**config.mk**
```make
export PLATFORM = sky130hd
export DESIGN_NAME = ccs_top
export DESIGN_NICKNAME = d
export VERILOG_FILES = /design/src/pkg/ccs_pkg.sv /design/src/ccs_top.sv
export SDC_FILE = /design/constraint.sdc
export NUM_CORES = 1
export LEC_CHECK = 0
export BUFFER_PORTS_ARGS = -buffer_cell sky130_fd_sc_hd__buf_2
export CAP_MARGIN = 15
export CORE_MARGIN = 1
export CORE_UTILIZATION = 40
export DETAILED_ROUTE_END_ITERATION = 10
export PLACE_DENSITY_LB_ADDON = 0.05
export SLEW_MARGIN = 20
export SYNTH_ARGS = -nofsm -noshare
export SYNTH_HDL_FRONTEND = slang
export SYNTH_SLANG_ARGS = --single-unit
```
**constraint.sdc**
```tcl
create_clock -name clk_i -period 7.43 [get_ports clk_i]
set_input_delay 1.486 -clock clk_i [delete_from_list [all_inputs] [get_ports clk_i]]
set_output_delay 1.486 -clock clk_i [all_outputs]
set_load 0.05 [all_outputs]
```
**src/pkg/ccs_pkg.sv**
```systemverilog
package ccs_pkg;

   // register byte offsets on the bus
   localparam logic [7:0] CTL_OFS    = 8'h00;
   localparam logic [7:0] CFG0_OFS   = 8'h08;
   localparam logic [7:0] INT_OFS    = 8'h0C;
   localparam logic [7:0] LRC_OFS    = 8'h10;
   localparam logic [7:0] DSV_OFS    = 8'h14;
   localparam logic [7:0] VKEY_OFS   = 8'h18;

   // main control register fields
   localparam int CTL_READY_BIT   = 31;
   localparam int CTL_PU_BIT      = 28;
   localparam int CTL_PLLSTB_BIT  = 23;
   localparam int CTL_MONEN_BIT   = 22;
   localparam int CTL_PLLEN_BIT   = 21;
   localparam int CTL_XSTB_BIT    = 17;
   localparam int CTL_XEN_BIT     = 16;
   localparam int CTL_ADJ_LSB     = 3;
   localparam int CTL_FSTB_BIT    = 1;
   localparam int CTL_FEN_BIT     = 0;

   // configuration register fields
   localparam int CFG_SW_LSB      = 0;
   localparam int CFG_STAT_LSB    = 2;
   localparam int CFG_ASEL_LSB    = 4;
   localparam int CFG_ADIV_LSB    = 8;
   localparam int CFG_BSEL_LSB    = 12;
   localparam int CFG_BDIV_LSB    = 16;

   // interrupt register fields
   localparam int INT_LRCF_BIT    = 0;
   localparam int INT_CKMF_BIT    = 7;
   localparam int INT_LRCIE_BIT   = 8;
   localparam int INT_LRCCLR_BIT  = 16;
   localparam int INT_CKMCLR_BIT  = 23;

   // low-speed rc register fields
   localparam int LRC_EN_BIT      = 0;
   localparam int LRC_STB_BIT     = 1;

   // values after reset
   localparam logic       MONEN_RST = 1'b1;
   localparam logic       FEN_RST   = 1'b1;
   localparam logic [4:0] ADJ_RST   = 5'h10;
   localparam logic [1:0] DSV_RST   = 2'h0;

   localparam logic [31:0] VKEY_UNLOCK = 32'h1A2B_3C4D;

   // deep-sleep core level codes: 1.1 V, 1.0 V, 0.9 V
   localparam logic [1:0] LVL_1V1 = 2'h0;
   localparam logic [1:0] LVL_1V0 = 2'h1;
   localparam logic [1:0] LVL_0V9 = 2'h2;

   // system clock source, gray along rc -> crystal -> pll
   typedef enum logic [1:0] {
      CCS_SRC_RC   = 2'b00,
      CCS_SRC_XTAL = 2'b01,
      CCS_SRC_PLL  = 2'b11,
      CCS_SRC_RSV  = 2'b10
   } ccs_src_t;

endpackage

```
**src/ccs_top.sv**
```systemverilog
`timescale 1ns/100ps

// Behaviour
// - low-speed rc enable, stable flag, interrupt
// - system clock starts on fast rc
// - switch only once target reports stable
// - writes cannot stop oscillator driving system clock
// - failure clears crystal enable, sets flag
// - failure event drives non-maskable interrupt
// - failed crystal in use forces rc, pll off
// - failed crystal as pll reference stops pll
// - output a select decodes six sources
// - output b select decodes four sources
// - each clock output has binary divider
// - deep-sleep field selects core voltage level
// - voltage register writable only after key
// - control at 0x00, byte/half/word access
// - ready bit writable only while crystal off
// - power-up bit guarded, cleared on sleep
// - pll stable flag read-only at 23
// - bit 22 enables the crystal monitor
// - pll enable clear ignored while pll sysclk
// - failure sets fast rc enable
module ccs_top (
   input  wire logic        clk_i,            // 125 MHz system clock
   input  wire logic        rst_i,            // synchronous reset, high
   input  wire logic        cyc_i,            // wishbone cycle
   input  wire logic        stb_i,            // wishbone strobe
   input  wire logic        we_i,             // wishbone write
   input  wire logic [7:0]  adr_i,            // wishbone byte address
   input  wire logic [3:0]  sel_i,            // wishbone byte lanes
   input  wire logic [31:0] dat_i,            // wishbone write data
   output logic [31:0]      dat_o,            // wishbone read data
   output logic             ack_o,            // wishbone acknowledge
   input  wire logic        frc_stable_i,     // fast rc stable
   input  wire logic        xtal_stable_i,    // crystal stable
   input  wire logic        pll_stable_i,     // pll output stable
   input  wire logic        lrc_stable_i,     // low-speed rc stable
   input  wire logic        pll_ref_xtal_i,   // pll fed from crystal
   input  wire logic        xtal_stuck_i,     // crystal seen stuck
   input  wire logic        sleep_entry_i,    // deep-sleep/standby entry pulse
   input  wire logic        frc_lvl_i,        // sampled fast rc level
   input  wire logic        sxtal_lvl_i,      // sampled slow crystal level
   input  wire logic        xtal_lvl_i,       // sampled crystal level
   input  wire logic        pll_lvl_i,        // sampled pll level
   input  wire logic        lrc_lvl_i,        // sampled low-speed rc level
   output logic             frc_en_o,         // fast rc enable
   output logic             xtal_en_o,        // crystal enable
   output logic             xtal_pu_o,        // crystal power-up
   output logic             xtal_ready_o,     // crystal ready bit
   output logic             pll_en_o,         // pll enable
   output logic             mon_en_o,         // crystal monitor enable
   output logic             lrc_en_o,         // low-speed rc enable
   output logic [1:0]       sysclk_src_o,     // system clock source
   output logic             lrc_irq_o,        // low-speed rc stable irq
   output logic             nmi_o,            // crystal failure nmi pulse
   output logic             clkout_a_o,       // clock output a
   output logic             clkout_b_o,       // clock output b
   output logic [1:0]       dsleep_level_o,   // deep-sleep core level code
   output logic [4:0]       frc_trim_o        // fast rc trim adjust
);

   localparam int DIVW = 7;

   ccs_pkg::ccs_src_t cur_q;
   ccs_pkg::ccs_src_t sw_q;
   logic        ack_q;
   logic [31:0] rdat_q;
   logic        xen_q, pu_q, ready_q, pllen_q, monen_q, fen_q, lrcen_q;
   logic [4:0]  adj_q;
   logic [2:0]  asel_q, adiv_q, bdiv_q;
   logic [1:0]  bsel_q;
   logic        lrcf_q, ckmf_q, lrcie_q, lrc_prev_q;
   logic        irq_q, nmi_q;
   logic        unlock_q;
   logic [1:0]  dsv_q, lvl_q;
   logic [31:0] ctl_rd, cfg_rd, int_rd, lrc_rd, rd_mux, wv;
   logic        req, wr_en, ctl_wr, cfg_wr, int_wr, lrc_wr, dsv_wr, key_wr;
   logic        fail_ev, xtal_used, frc_used, tgt_stable;
   logic        sys_lvl;
   logic [1:0]  ch_lvl;
   logic [2:0]  ch_div [2];
   logic [1:0]  ch_out_q;

   // bus slave: ack one cycle after request, write commits on the ack edge
   assign req    = cyc_i && stb_i;
   assign wr_en  = req && we_i && ack_q;
   assign ctl_wr = wr_en && adr_i == ccs_pkg::CTL_OFS;
   assign cfg_wr = wr_en && adr_i == ccs_pkg::CFG0_OFS;
   assign int_wr = wr_en && adr_i == ccs_pkg::INT_OFS;
   assign lrc_wr = wr_en && adr_i == ccs_pkg::LRC_OFS;
   assign dsv_wr = wr_en && adr_i == ccs_pkg::DSV_OFS;
   assign key_wr = wr_en && adr_i == ccs_pkg::VKEY_OFS;

   always_comb begin
      ctl_rd = 32'h0000_0000;
      ctl_rd[ccs_pkg::CTL_READY_BIT]  = ready_q;
      ctl_rd[ccs_pkg::CTL_PU_BIT]     = pu_q;
      ctl_rd[ccs_pkg::CTL_PLLSTB_BIT] = pll_stable_i;
      ctl_rd[ccs_pkg::CTL_MONEN_BIT]  = monen_q;
      ctl_rd[ccs_pkg::CTL_PLLEN_BIT]  = pllen_q;
      ctl_rd[ccs_pkg::CTL_XSTB_BIT]   = xtal_stable_i;
      ctl_rd[ccs_pkg::CTL_XEN_BIT]    = xen_q;
      ctl_rd[ccs_pkg::CTL_ADJ_LSB +: 5] = adj_q;
      ctl_rd[ccs_pkg::CTL_FSTB_BIT]   = frc_stable_i;
      ctl_rd[ccs_pkg::CTL_FEN_BIT]    = fen_q;
      cfg_rd = 32'h0000_0000;
      cfg_rd[ccs_pkg::CFG_SW_LSB +: 2]   = sw_q;
      cfg_rd[ccs_pkg::CFG_STAT_LSB +: 2] = cur_q;
      cfg_rd[ccs_pkg::CFG_ASEL_LSB +: 3] = asel_q;
      cfg_rd[ccs_pkg::CFG_ADIV_LSB +: 3] = adiv_q;
      cfg_rd[ccs_pkg::CFG_BSEL_LSB +: 2] = bsel_q;
      cfg_rd[ccs_pkg::CFG_BDIV_LSB +: 3] = bdiv_q;
      int_rd = 32'h0000_0000;
      int_rd[ccs_pkg::INT_LRCF_BIT]  = lrcf_q;
      int_rd[ccs_pkg::INT_CKMF_BIT]  = ckmf_q;
      int_rd[ccs_pkg::INT_LRCIE_BIT] = lrcie_q;
      lrc_rd = 32'h0000_0000;
      lrc_rd[ccs_pkg::LRC_EN_BIT]  = lrcen_q;
      lrc_rd[ccs_pkg::LRC_STB_BIT] = lrc_stable_i;
      case (adr_i)
         ccs_pkg::CTL_OFS:  rd_mux = ctl_rd;
         ccs_pkg::CFG0_OFS: rd_mux = cfg_rd;
         ccs_pkg::INT_OFS:  rd_mux = int_rd;
         ccs_pkg::LRC_OFS:  rd_mux = lrc_rd;
         ccs_pkg::DSV_OFS:  rd_mux = {30'h0, dsv_q};
         default:           rd_mux = 32'h0000_0000;
      endcase
   end

   // byte lanes merge into the current value
   always_comb begin
      for (int i = 0; i < 4; i++) begin
         wv[8*i +: 8] = sel_i[i] ? dat_i[8*i +: 8] : rd_mux[8*i +: 8];
      end
   end

   always_ff @(posedge clk_i) begin
      if (rst_i) begin
         ack_q  <= 1'b0;
         rdat_q <= 32'h0000_0000;
      end else begin
         ack_q  <= req && !ack_q;
         rdat_q <= (req && !ack_q && !we_i) ? rd_mux : 32'h0000_0000;
      end
   end

   // the monitor only fires while the crystal is still on, so one event per failure
   assign fail_ev   = monen_q && xen_q && xtal_stuck_i;
   assign xtal_used = cur_q == ccs_pkg::CCS_SRC_XTAL || (cur_q == ccs_pkg::CCS_SRC_PLL && pll_ref_xtal_i);
   assign frc_used  = cur_q == ccs_pkg::CCS_SRC_RC || (cur_q == ccs_pkg::CCS_SRC_PLL && !pll_ref_xtal_i);

   always_comb begin
      case (sw_q)
         ccs_pkg::CCS_SRC_RC:   tgt_stable = frc_stable_i;
         ccs_pkg::CCS_SRC_XTAL: tgt_stable = xtal_stable_i;
         ccs_pkg::CCS_SRC_PLL:  tgt_stable = pll_stable_i;
         default:               tgt_stable = 1'b0;
      endcase
   end

   // system clock source
   always_ff @(posedge clk_i) begin
      if (rst_i) begin
         cur_q <= ccs_pkg::CCS_SRC_RC;
         sw_q  <= ccs_pkg::CCS_SRC_RC;
      end else if (fail_ev && xtal_used) begin
         // single step, never via another source
         cur_q <= ccs_pkg::CCS_SRC_RC;
         sw_q  <= ccs_pkg::CCS_SRC_RC;
      end else begin
         if (cfg_wr) begin
            sw_q <= ccs_pkg::ccs_src_t'(wv[ccs_pkg::CFG_SW_LSB +: 2]);
         end
         if (sw_q != cur_q && tgt_stable) begin
            cur_q <= sw_q;
         end
      end
   end

   // crystal enable
   always_ff @(posedge clk_i) begin
      if (rst_i) begin
         xen_q <= 1'b0;
      end else if (fail_ev || sleep_entry_i) begin
         xen_q <= 1'b0;
      end else if (ctl_wr) begin
         xen_q <= wv[ccs_pkg::CTL_XEN_BIT] || (xen_q && xtal_used);
      end
   end

   always_ff @(posedge clk_i) begin
      if (rst_i) begin
         fen_q <= ccs_pkg::FEN_RST;
      end else if (fail_ev) begin
         fen_q <= 1'b1;
      end else if (ctl_wr) begin
         fen_q <= wv[ccs_pkg::CTL_FEN_BIT] || (fen_q && frc_used);
      end
   end

   always_ff @(posedge clk_i) begin
      if (rst_i) begin
         pllen_q <= 1'b0;
      end else if ((fail_ev && (pll_ref_xtal_i || xtal_used)) || sleep_entry_i) begin
         // pll stops with crystal in use
         pllen_q <= 1'b0;
      end else if (ctl_wr) begin
         // clear ignored while pll is sysclk
         pllen_q <= wv[ccs_pkg::CTL_PLLEN_BIT] || (pllen_q && cur_q == ccs_pkg::CCS_SRC_PLL);
      end
   end

   always_ff @(posedge clk_i) begin
      if (rst_i) begin
         pu_q    <= 1'b0;
         ready_q <= 1'b0;
      end else begin
         if (sleep_entry_i) begin
            pu_q <= 1'b0;
         end else if (ctl_wr && !xen_q) begin
            pu_q <= wv[ccs_pkg::CTL_PU_BIT];
         end
         if (ctl_wr && !xen_q) begin
            ready_q <= wv[ccs_pkg::CTL_READY_BIT];
         end
      end
   end

   always_ff @(posedge clk_i) begin
      if (rst_i) begin
         monen_q <= ccs_pkg::MONEN_RST;
         adj_q   <= ccs_pkg::ADJ_RST;
      end else if (ctl_wr) begin
         monen_q <= wv[ccs_pkg::CTL_MONEN_BIT];
         adj_q   <= wv[ccs_pkg::CTL_ADJ_LSB +: 5];
      end
   end

   always_ff @(posedge clk_i) begin
      if (rst_i) begin
         asel_q <= 3'h0;
         adiv_q <= 3'h0;
         bsel_q <= 2'h0;
         bdiv_q <= 3'h0;
      end else if (cfg_wr) begin
         asel_q <= wv[ccs_pkg::CFG_ASEL_LSB +: 3];
         adiv_q <= wv[ccs_pkg::CFG_ADIV_LSB +: 3];
         bsel_q <= wv[ccs_pkg::CFG_BSEL_LSB +: 2];
         bdiv_q <= wv[ccs_pkg::CFG_BDIV_LSB +: 3];
      end
   end

   // flags: a set in the clearing cycle wins
   always_ff @(posedge clk_i) begin
      if (rst_i) begin
         lrcf_q     <= 1'b0;
         ckmf_q     <= 1'b0;
         lrcie_q    <= 1'b0;
         lrc_prev_q <= 1'b0;
         lrcen_q    <= 1'b0;
         irq_q      <= 1'b0;
         nmi_q      <= 1'b0;
      end else begin
         lrc_prev_q <= lrc_stable_i;
         if (lrc_stable_i && !lrc_prev_q) begin
            lrcf_q <= 1'b1;
         end else if (int_wr && sel_i[2] && dat_i[ccs_pkg::INT_LRCCLR_BIT]) begin
            lrcf_q <= 1'b0;
         end
         if (fail_ev) begin
            ckmf_q <= 1'b1;
         end else if (int_wr && sel_i[2] && dat_i[ccs_pkg::INT_CKMCLR_BIT]) begin
            ckmf_q <= 1'b0;
         end
         if (int_wr) begin
            lrcie_q <= wv[ccs_pkg::INT_LRCIE_BIT];
         end
         if (lrc_wr) begin
            lrcen_q <= wv[ccs_pkg::LRC_EN_BIT];
         end
         irq_q <= lrcf_q && lrcie_q;
         nmi_q <= fail_ev;
      end
   end

   // deep-sleep voltage with key
   always_ff @(posedge clk_i) begin
      if (rst_i) begin
         unlock_q <= 1'b0;
         dsv_q    <= ccs_pkg::DSV_RST;
         lvl_q    <= ccs_pkg::LVL_1V1;
      end else begin
         if (key_wr) begin
            unlock_q <= wv == ccs_pkg::VKEY_UNLOCK;
         end else if (dsv_wr) begin
            unlock_q <= 1'b0;
         end
         if (dsv_wr && unlock_q) begin
            dsv_q <= wv[1:0];
         end
         case (dsv_q)
            2'h0:    lvl_q <= ccs_pkg::LVL_1V1;
            2'h1:    lvl_q <= ccs_pkg::LVL_1V0;
            default: lvl_q <= ccs_pkg::LVL_0V9;
         endcase
      end
   end

   // clock outputs work on sampled source levels, so the pin rate is bounded by clk_i/2
   always_comb begin
      case (cur_q)
         ccs_pkg::CCS_SRC_XTAL: sys_lvl = xtal_lvl_i;
         ccs_pkg::CCS_SRC_PLL:  sys_lvl = pll_lvl_i;
         default:               sys_lvl = frc_lvl_i;
      endcase
      case (asel_q)
         3'h0:    ch_lvl[0] = frc_lvl_i;
         3'h1:    ch_lvl[0] = sxtal_lvl_i;
         3'h2:    ch_lvl[0] = xtal_lvl_i;
         3'h3:    ch_lvl[0] = pll_lvl_i;
         3'h4:    ch_lvl[0] = lrc_lvl_i;
         3'h5:    ch_lvl[0] = sys_lvl;
         default: ch_lvl[0] = 1'b0;
      endcase
      case (bsel_q)
         2'h0:    ch_lvl[1] = sys_lvl;
         2'h1:    ch_lvl[1] = frc_lvl_i;
         2'h2:    ch_lvl[1] = xtal_lvl_i;
         default: ch_lvl[1] = pll_lvl_i;
      endcase
      ch_div[0] = adiv_q;
      ch_div[1] = bdiv_q;
   end

   for (genvar c = 0; c < 2; c++) begin : g_out
      logic            prev_q;
      logic [DIVW-1:0] cnt_q;
      always_ff @(posedge clk_i) begin
         if (rst_i) begin
            prev_q      <= 1'b0;
            cnt_q       <= '0;
            ch_out_q[c] <= 1'b0;
         end else begin
            prev_q <= ch_lvl[c];
            if (ch_lvl[c] && !prev_q) begin
               cnt_q <= cnt_q + 1'b1;
            end
            if (ch_div[c] == 3'h0) begin
               ch_out_q[c] <= ch_lvl[c];
            end else begin
               ch_out_q[c] <= cnt_q[ch_div[c] - 3'h1];
            end
         end
      end
   end

   assign dat_o          = rdat_q;
   assign ack_o          = ack_q;
   assign frc_en_o       = fen_q;
   assign xtal_en_o      = xen_q;
   assign xtal_pu_o      = pu_q;
   assign xtal_ready_o   = ready_q;
   assign pll_en_o       = pllen_q;
   assign mon_en_o       = monen_q;
   assign lrc_en_o       = lrcen_q;
   assign sysclk_src_o   = cur_q;
   assign lrc_irq_o      = irq_q;
   assign nmi_o          = nmi_q;
   assign clkout_a_o     = ch_out_q[0];
   assign clkout_b_o     = ch_out_q[1];
   assign dsleep_level_o = lvl_q;
   assign frc_trim_o     = adj_q;
endmodule
```
; ---- Word level (Yosys, flattened, before mapping)
; Index checks and enable logic that the tools add are counted.
[totals]
regBits = 89
in_bits = 61
word_cells = 141
[op_classes]
addsub = 4
magnitude_cmp = 2
n_eq_ne = 19
mux = 22
bitwise_logic = 1
reduce_logical = 62
[op_table]
columns = cell, n
row1 = 32-bit case mux with 5 select lines, 1
row2 = "32-bit by 29-bit == test with 1-bit output, second input constant", 1
row3 = 8-bit two-way mux, 4
row4 = 1-bit logical AND, 30
row5 = "8-bit by 5-bit == test with 1-bit output, second input constant", 3
row6 = "8-bit by 4-bit == test with 1-bit output, second input constant", 2
row7 = "7-bit by 1-bit adder with 7-bit output, second input constant", 2
row8 = 2-bit OR reduction, 6
row9 = 1-bit two-way mux, 10
row10 = 3-bit logical NOT, 3
row11 = "2-bit by 1-bit == test with 1-bit output, second input constant", 4
row12 = 2-bit logical NOT, 4
row13 = 8-bit logical NOT, 1
row14 = 1-bit logical OR, 8
row15 = "3-bit by 4-bit < comparator with 1-bit output, second input constant", 2
row16 = 1-bit logical NOT, 7
row17 = 1-bit binary-select mux with 3-bit select, 2
row18 = "2-bit == test, second input constant", 3
row19 = "3-bit by 2-bit == test with 1-bit output, second input constant", 2
row20 = "3-bit == test, second input constant", 2
row21 = 1-bit case mux with 3 select lines, 2
row22 = 1-bit case mux with 6 select lines, 1
row23 = 2-bit nonzero test, 3
row24 = "3-bit by 1-bit subtractor with 3-bit output, second input constant", 2
row25 = 5 further kinds, 5

; ---- Logic depth before layout (Yosys ltp)
[logic_depth]
depth_word = 8
depth_mapped = 7

; ---- Least setup slack after synthesis
; Ideal clock, no wire load.
[synth_path]
path_kind = input-to-reg
start = input port adr_i[1]
end = register unlock_q
setup_ns = 0.087
arrival_time_ns = 3.270
t_required_ns = 7.343
slack_ns = 4.073
stages = 7
path_buffers = 1
path_cell_list = or4_4 -> or4_4 -> buf_6 -> o31a_1 -> nor2b_1 -> nand4_1 -> o31ai_1
[synth_between]
elab_chain_cells = 5
elab_cells_between_ends = 16
classes_between = eq/ne: 6 / mux: 6 / reduce/logical: 4
[synth_lines]
columns = element, line
row1 = "start, declared", ccs_top.sv:30  ; input wire logic [7:0] adr_i,
row2 = "8-bit by 5-bit == test with 1-bit output, or another cell as far along", "ccs_top.sv:92, ccs_top.sv:121"
row3 = 32-bit case mux with 5 select lines, ccs_top.sv:121  ; case (adr_i)
row4 = 8-bit two-way mux, ccs_top.sv:134  ; wv[8*i +: 8] = sel_i[i] ? dat_i[8*i +: 8] : rd_mux[8*i +: 8];
row5 = 32-bit by 29-bit == test with 1-bit output, ccs_top.sv:295  ; unlock_q <= wv == ccs_pkg::VKEY_UNLOCK;
row6 = 1-bit two-way mux, ccs_top.sv:294  ; if (key_wr) begin
row7 = "end signal, assigned", ccs_top.sv:295
row8 = "end, declared", ccs_top.sv:75  ; logic unlock_q;
; Several ways; a longest one is shown, not always the timed one.
; A chain may end at the register's enable or synchronous reset.

; ---- Worst setup path after layout
[layout_path]
start = input port adr_i[4]
end = register adiv_q[1]
[layout_between]
elab_chain_cells = 3
elab_cells_between_ends = 8
classes_between = eq/ne: 4 / mux: 2 / reduce/logical: 2
[layout_lines]
columns = element, line
row1 = "8-bit by 5-bit == test with 1-bit output, or another cell as far along", ccs_top.sv:121
row2 = 32-bit case mux with 5 select lines, ccs_top.sv:121
row3 = 8-bit two-way mux, ccs_top.sv:134
row4 = "end signal, assigned", ccs_top.sv:248  ; adiv_q <= wv[ccs_pkg::CFG_ADIV_LSB +: 3];
row5 = "end, declared", ccs_top.sv:71  ; logic [2:0] asel_q, adiv_q, bdiv_q;
; Several ways; a longest one is shown, not always the timed one.

==> results by group <==
Synth
  • Async SR Flop Fraction: 0%
  • Synthesized area: between 3000 and 4000 um^2
  • Synth unique cells: between 50 and 60
  • Top post-synthesis cells by area: dfxtp_1 (41%), mux2i_1 (5.6%), nor2_1 (4.7%)
  • Mapped Cells: ~440
  • Register area share after synthesis: a little over 40%
  • Synthesis-stage register bit count: 78
  • Yosys warns: 0
  • Post-synth top area share: roughly two fifths
  • Mapped Avg Cell Area: 8.624 um^2
  • Cell taking the most area after synthesis: dfxtp_1
  • Ys flop type: dfxtp_1
  • Post-synth EDFFs: 0

Outcome
  • Status: complete, no violations

Clock tree
  • Clock root buffer: clkbuf_8
  • Sink Count: 78
  • Reg clk slew, reported paths: roughly 0.080 ns
  • CTS buffer count: 9
  • H-tree depth: 3
  • # hold bufs at CTS: 0
  • Setup bufs post-CTS: 0
  • Clk_lat worst skew: 0.35 ns
  • CTS tree: done
  • # resized after CTS: 0
  • Deepest clock path buffer count: 2

STA
  • Fin crit period: 3.397 ns
  • Fmax: slightly below 300 MHz
  • Slew Viols, Final: 0
  • Worst-margin pin slew: 0.8890 ns
  • Unrepaired setup endpoints after global routing: false
  • Fin crit share: ~46%
  • Worst Skew: 0.007912 ns
  • Slew headroom: 39.96%
  • Setup violators final: 0
  • Setup TNS: 0 ns
  • Final worst-path setup slack: 4.033 ns
  • Final hold viol count: 0

Place
  • Dpl cells: about 630
  • Final Wtd Congestion: 0.9268
  • Post-Place Worst Slack: 3.701 ns
  • HPWL Detailed: a little under 8000 um
  • Port-buffer cells: 102

Power
  • P per Cell Area: 185.5 nW/um^2
  • Leakage: 0.001872 uW
  • IR drop worst, VDD: 0.00009930 V

Critical path
  • R2R setup slack: 5.32 ns
  • Arrival time worst endpoint: about 3.6 ns
  • Worst path cell trace: buf_2, nor4_1, nand3_1, nor2_2, nand2_1, nand2_1, a21oi_1
  • Crit path top cell by count: nand2_1
  • Data required, critical path: around 7.6 ns
  • Setup crit start kind: input port
  • Crit Path Class: input port to flip-flop
  • Worst Setup End Kind: flip-flop
  • CP Max Fanout: 17
  • Slowest stage cell, crit path: nor2_2
  • Max stage delay on crit path: 0.67 ns

Global route
  • Overflow after GRT: 0
  • First-pass GRT wire length: 16400 um
  • Vias in the first global route: 3294
  • Total GRT Usage: around 22%
  • Initial antenna violation count: 0
  • Largest net degree at the start of global routing: 54

Finish
  • Synth-to-Final Area Change: 19.34%
  • Post-Layout Cell Count: between 600 and 700
  • Most frequent cells in the layout: buf_2 (102), dfxtp_1 (78), nor2_1 (47)
  • Final #Nets: between 500 and 600
  • Final core utilization: 49.02%
  • Share of layout cells above drive strength 1: about a quarter
  • Most common cell after layout, fill and taps aside: buf_2
  • N_diodes: 0

Min path
  • Worst Hold Class: flip-flop to flip-flop

Floorplan
  • Die area: 9836 um^2
  • Initial core utilization: slightly above 40%
  • Die width: between 90 and 100 um
  • Die height: 99.18 um
  • FP Rows: 35
  • Number of I/O pins: between 100 and 150
  • Core Region: 9196 um^2

Detailed routing
  • Max Used Layer: met4
  • Met2 routed WL: 4929 um
  • WL final: 10410 um
  • Routed met3 length: 681 um
  • Residual DRC: 0
  • Drt via density: 5.421
  • Initial DRC count: 123
  • Post-route ant nets: 0
  • DRT Pass-1 Iters: 4
  • DR WL/cell: about 16 um
  • Vias: ~3500
  • Wl on met1: 4649 um

Job
  • Max_cap viols: 0
==> synthesized netlist by cell type, drive strengths merged, types with 2 or more instances <==
| library cell | n |
|---|---|
| nand2 | 40 |
| a211oi | 11 |
| dfxtp | 78 |
| nor4 | 5 |
| nand3b | 2 |
| and2 | 11 |
| and3 | 10 |
| a21oi | 22 |
| a311oi | 2 |
| mux2i | 21 |
| nand2b | 6 |
| nor4b | 3 |
| o31ai | 7 |
| xnor2 | 5 |
| or4 | 3 |
| nand3 | 14 |
| mux2 | 8 |
| buf | 16 |
| nand4 | 13 |
| nor2b | 9 |
| nor3b | 4 |
| nor3 | 13 |
| o211ai | 2 |
| ha | 6 |
| a21o | 3 |
| nor2 | 49 |
| xor2 | 5 |
| o21ai | 21 |
| clkbuf | 14 |
| mux4 | 2 |
| inv | 14 |
| nor4bb | 2 |
==> sequential cells by signal (all words and copies together) (netlist names), 2 cells and up <==
signal,count
adiv_q,3
asel_q,3
bdiv_q,3
bsel_q,2
dat_o,21
dsleep_level_o,2
dsv_q,2
frc_trim_o,5
g_out.cnt_q,14
g_out.prev_q,2
sw_q,2
sysclk_src_o,2
==> worst max-delay path, delay by kind of cell <==
family                 cells  cell delay [ns]
buffers and inverters      1             0.16
AND/OR/NAND/NOR            5             1.88
AO/OA/AOI/OAI              1             0.07
==> power breakdown <==
part | switching, uW | leakage, uW | internal (uW)
combinational | 51.4 | 0.00114 | 26.2
clock | 167 | 0.000103 | 166
sequential | 3.81 | 0.000631 | 422
==> area by class of cell <==
class | count | area (um^2)
Clock inverter | 6 | 68.82
Tap cell | 111 | 138.9
Inverter | 14 | 52.55
Timing Repair Buffer | 103 | 518.0
Clock buffer | 10 | 137.6
Multi-Input combinational cell | 326 | 2031
Sequential cell | 78 | 1562
Fill cell | 944 | 4688
==> through the flow <==
stage | instance area, um^2 | power (uW) | hold WS (ns)
finish | 4508 | 836.1 | 0.4760
global route | 4508 | 866.6 | 0.4956
CTS | 4508 | 844.1 | 0.4795
detailed placement | 4302 | 512.8 | 0.4513
global placement | 4302 | 512.0 | 0.4403
floorplan | 3815 | 487.5 | 0.4275
==> path summary, 6_finish.rpt <==
kind                                                    from                              to  cells after the start
worst max register to register  sysclk_src_o[0]$_SDFFE_PP0P_  g_out[0].cnt_q[6]$_SDFFE_PP0P_                      6
worst max-delay path                                adr_i[4]          adiv_q[1]$_SDFFE_PP0P_                      7
worst min-delay path              frc_trim_o[0]$_SDFFE_PP0P_      frc_trim_o[0]$_SDFFE_PP0P_                      2
worst min register to register    frc_trim_o[0]$_SDFFE_PP0P_      frc_trim_o[0]$_SDFFE_PP0P_                      2
==> metal layers <==
metal	track usage (%)	vias to the layer above
met5	0	-
met3	4.287	13
met4	8.710	0
met2	36.74	132
met1	26.67	1645
li1	-	1723
==> kinds of logic after synthesis <==
kind of cell / count (synthesis) / share of synthesized area [%]
buffers and inverters: 44 / 5.896
xor gates and xnor gates: 10 / 2.319
adders and majority gates: 6 / 1.987
AOI/OAI and AO/OA: 79 / 13.22
DFF: 78 / 41.34
muxes: 31 / 9.142
and+or+nand+nor: 189 / 26.00
other: 1 / 0.09928
No activity file was read; power rests on OpenSTA's default activity.
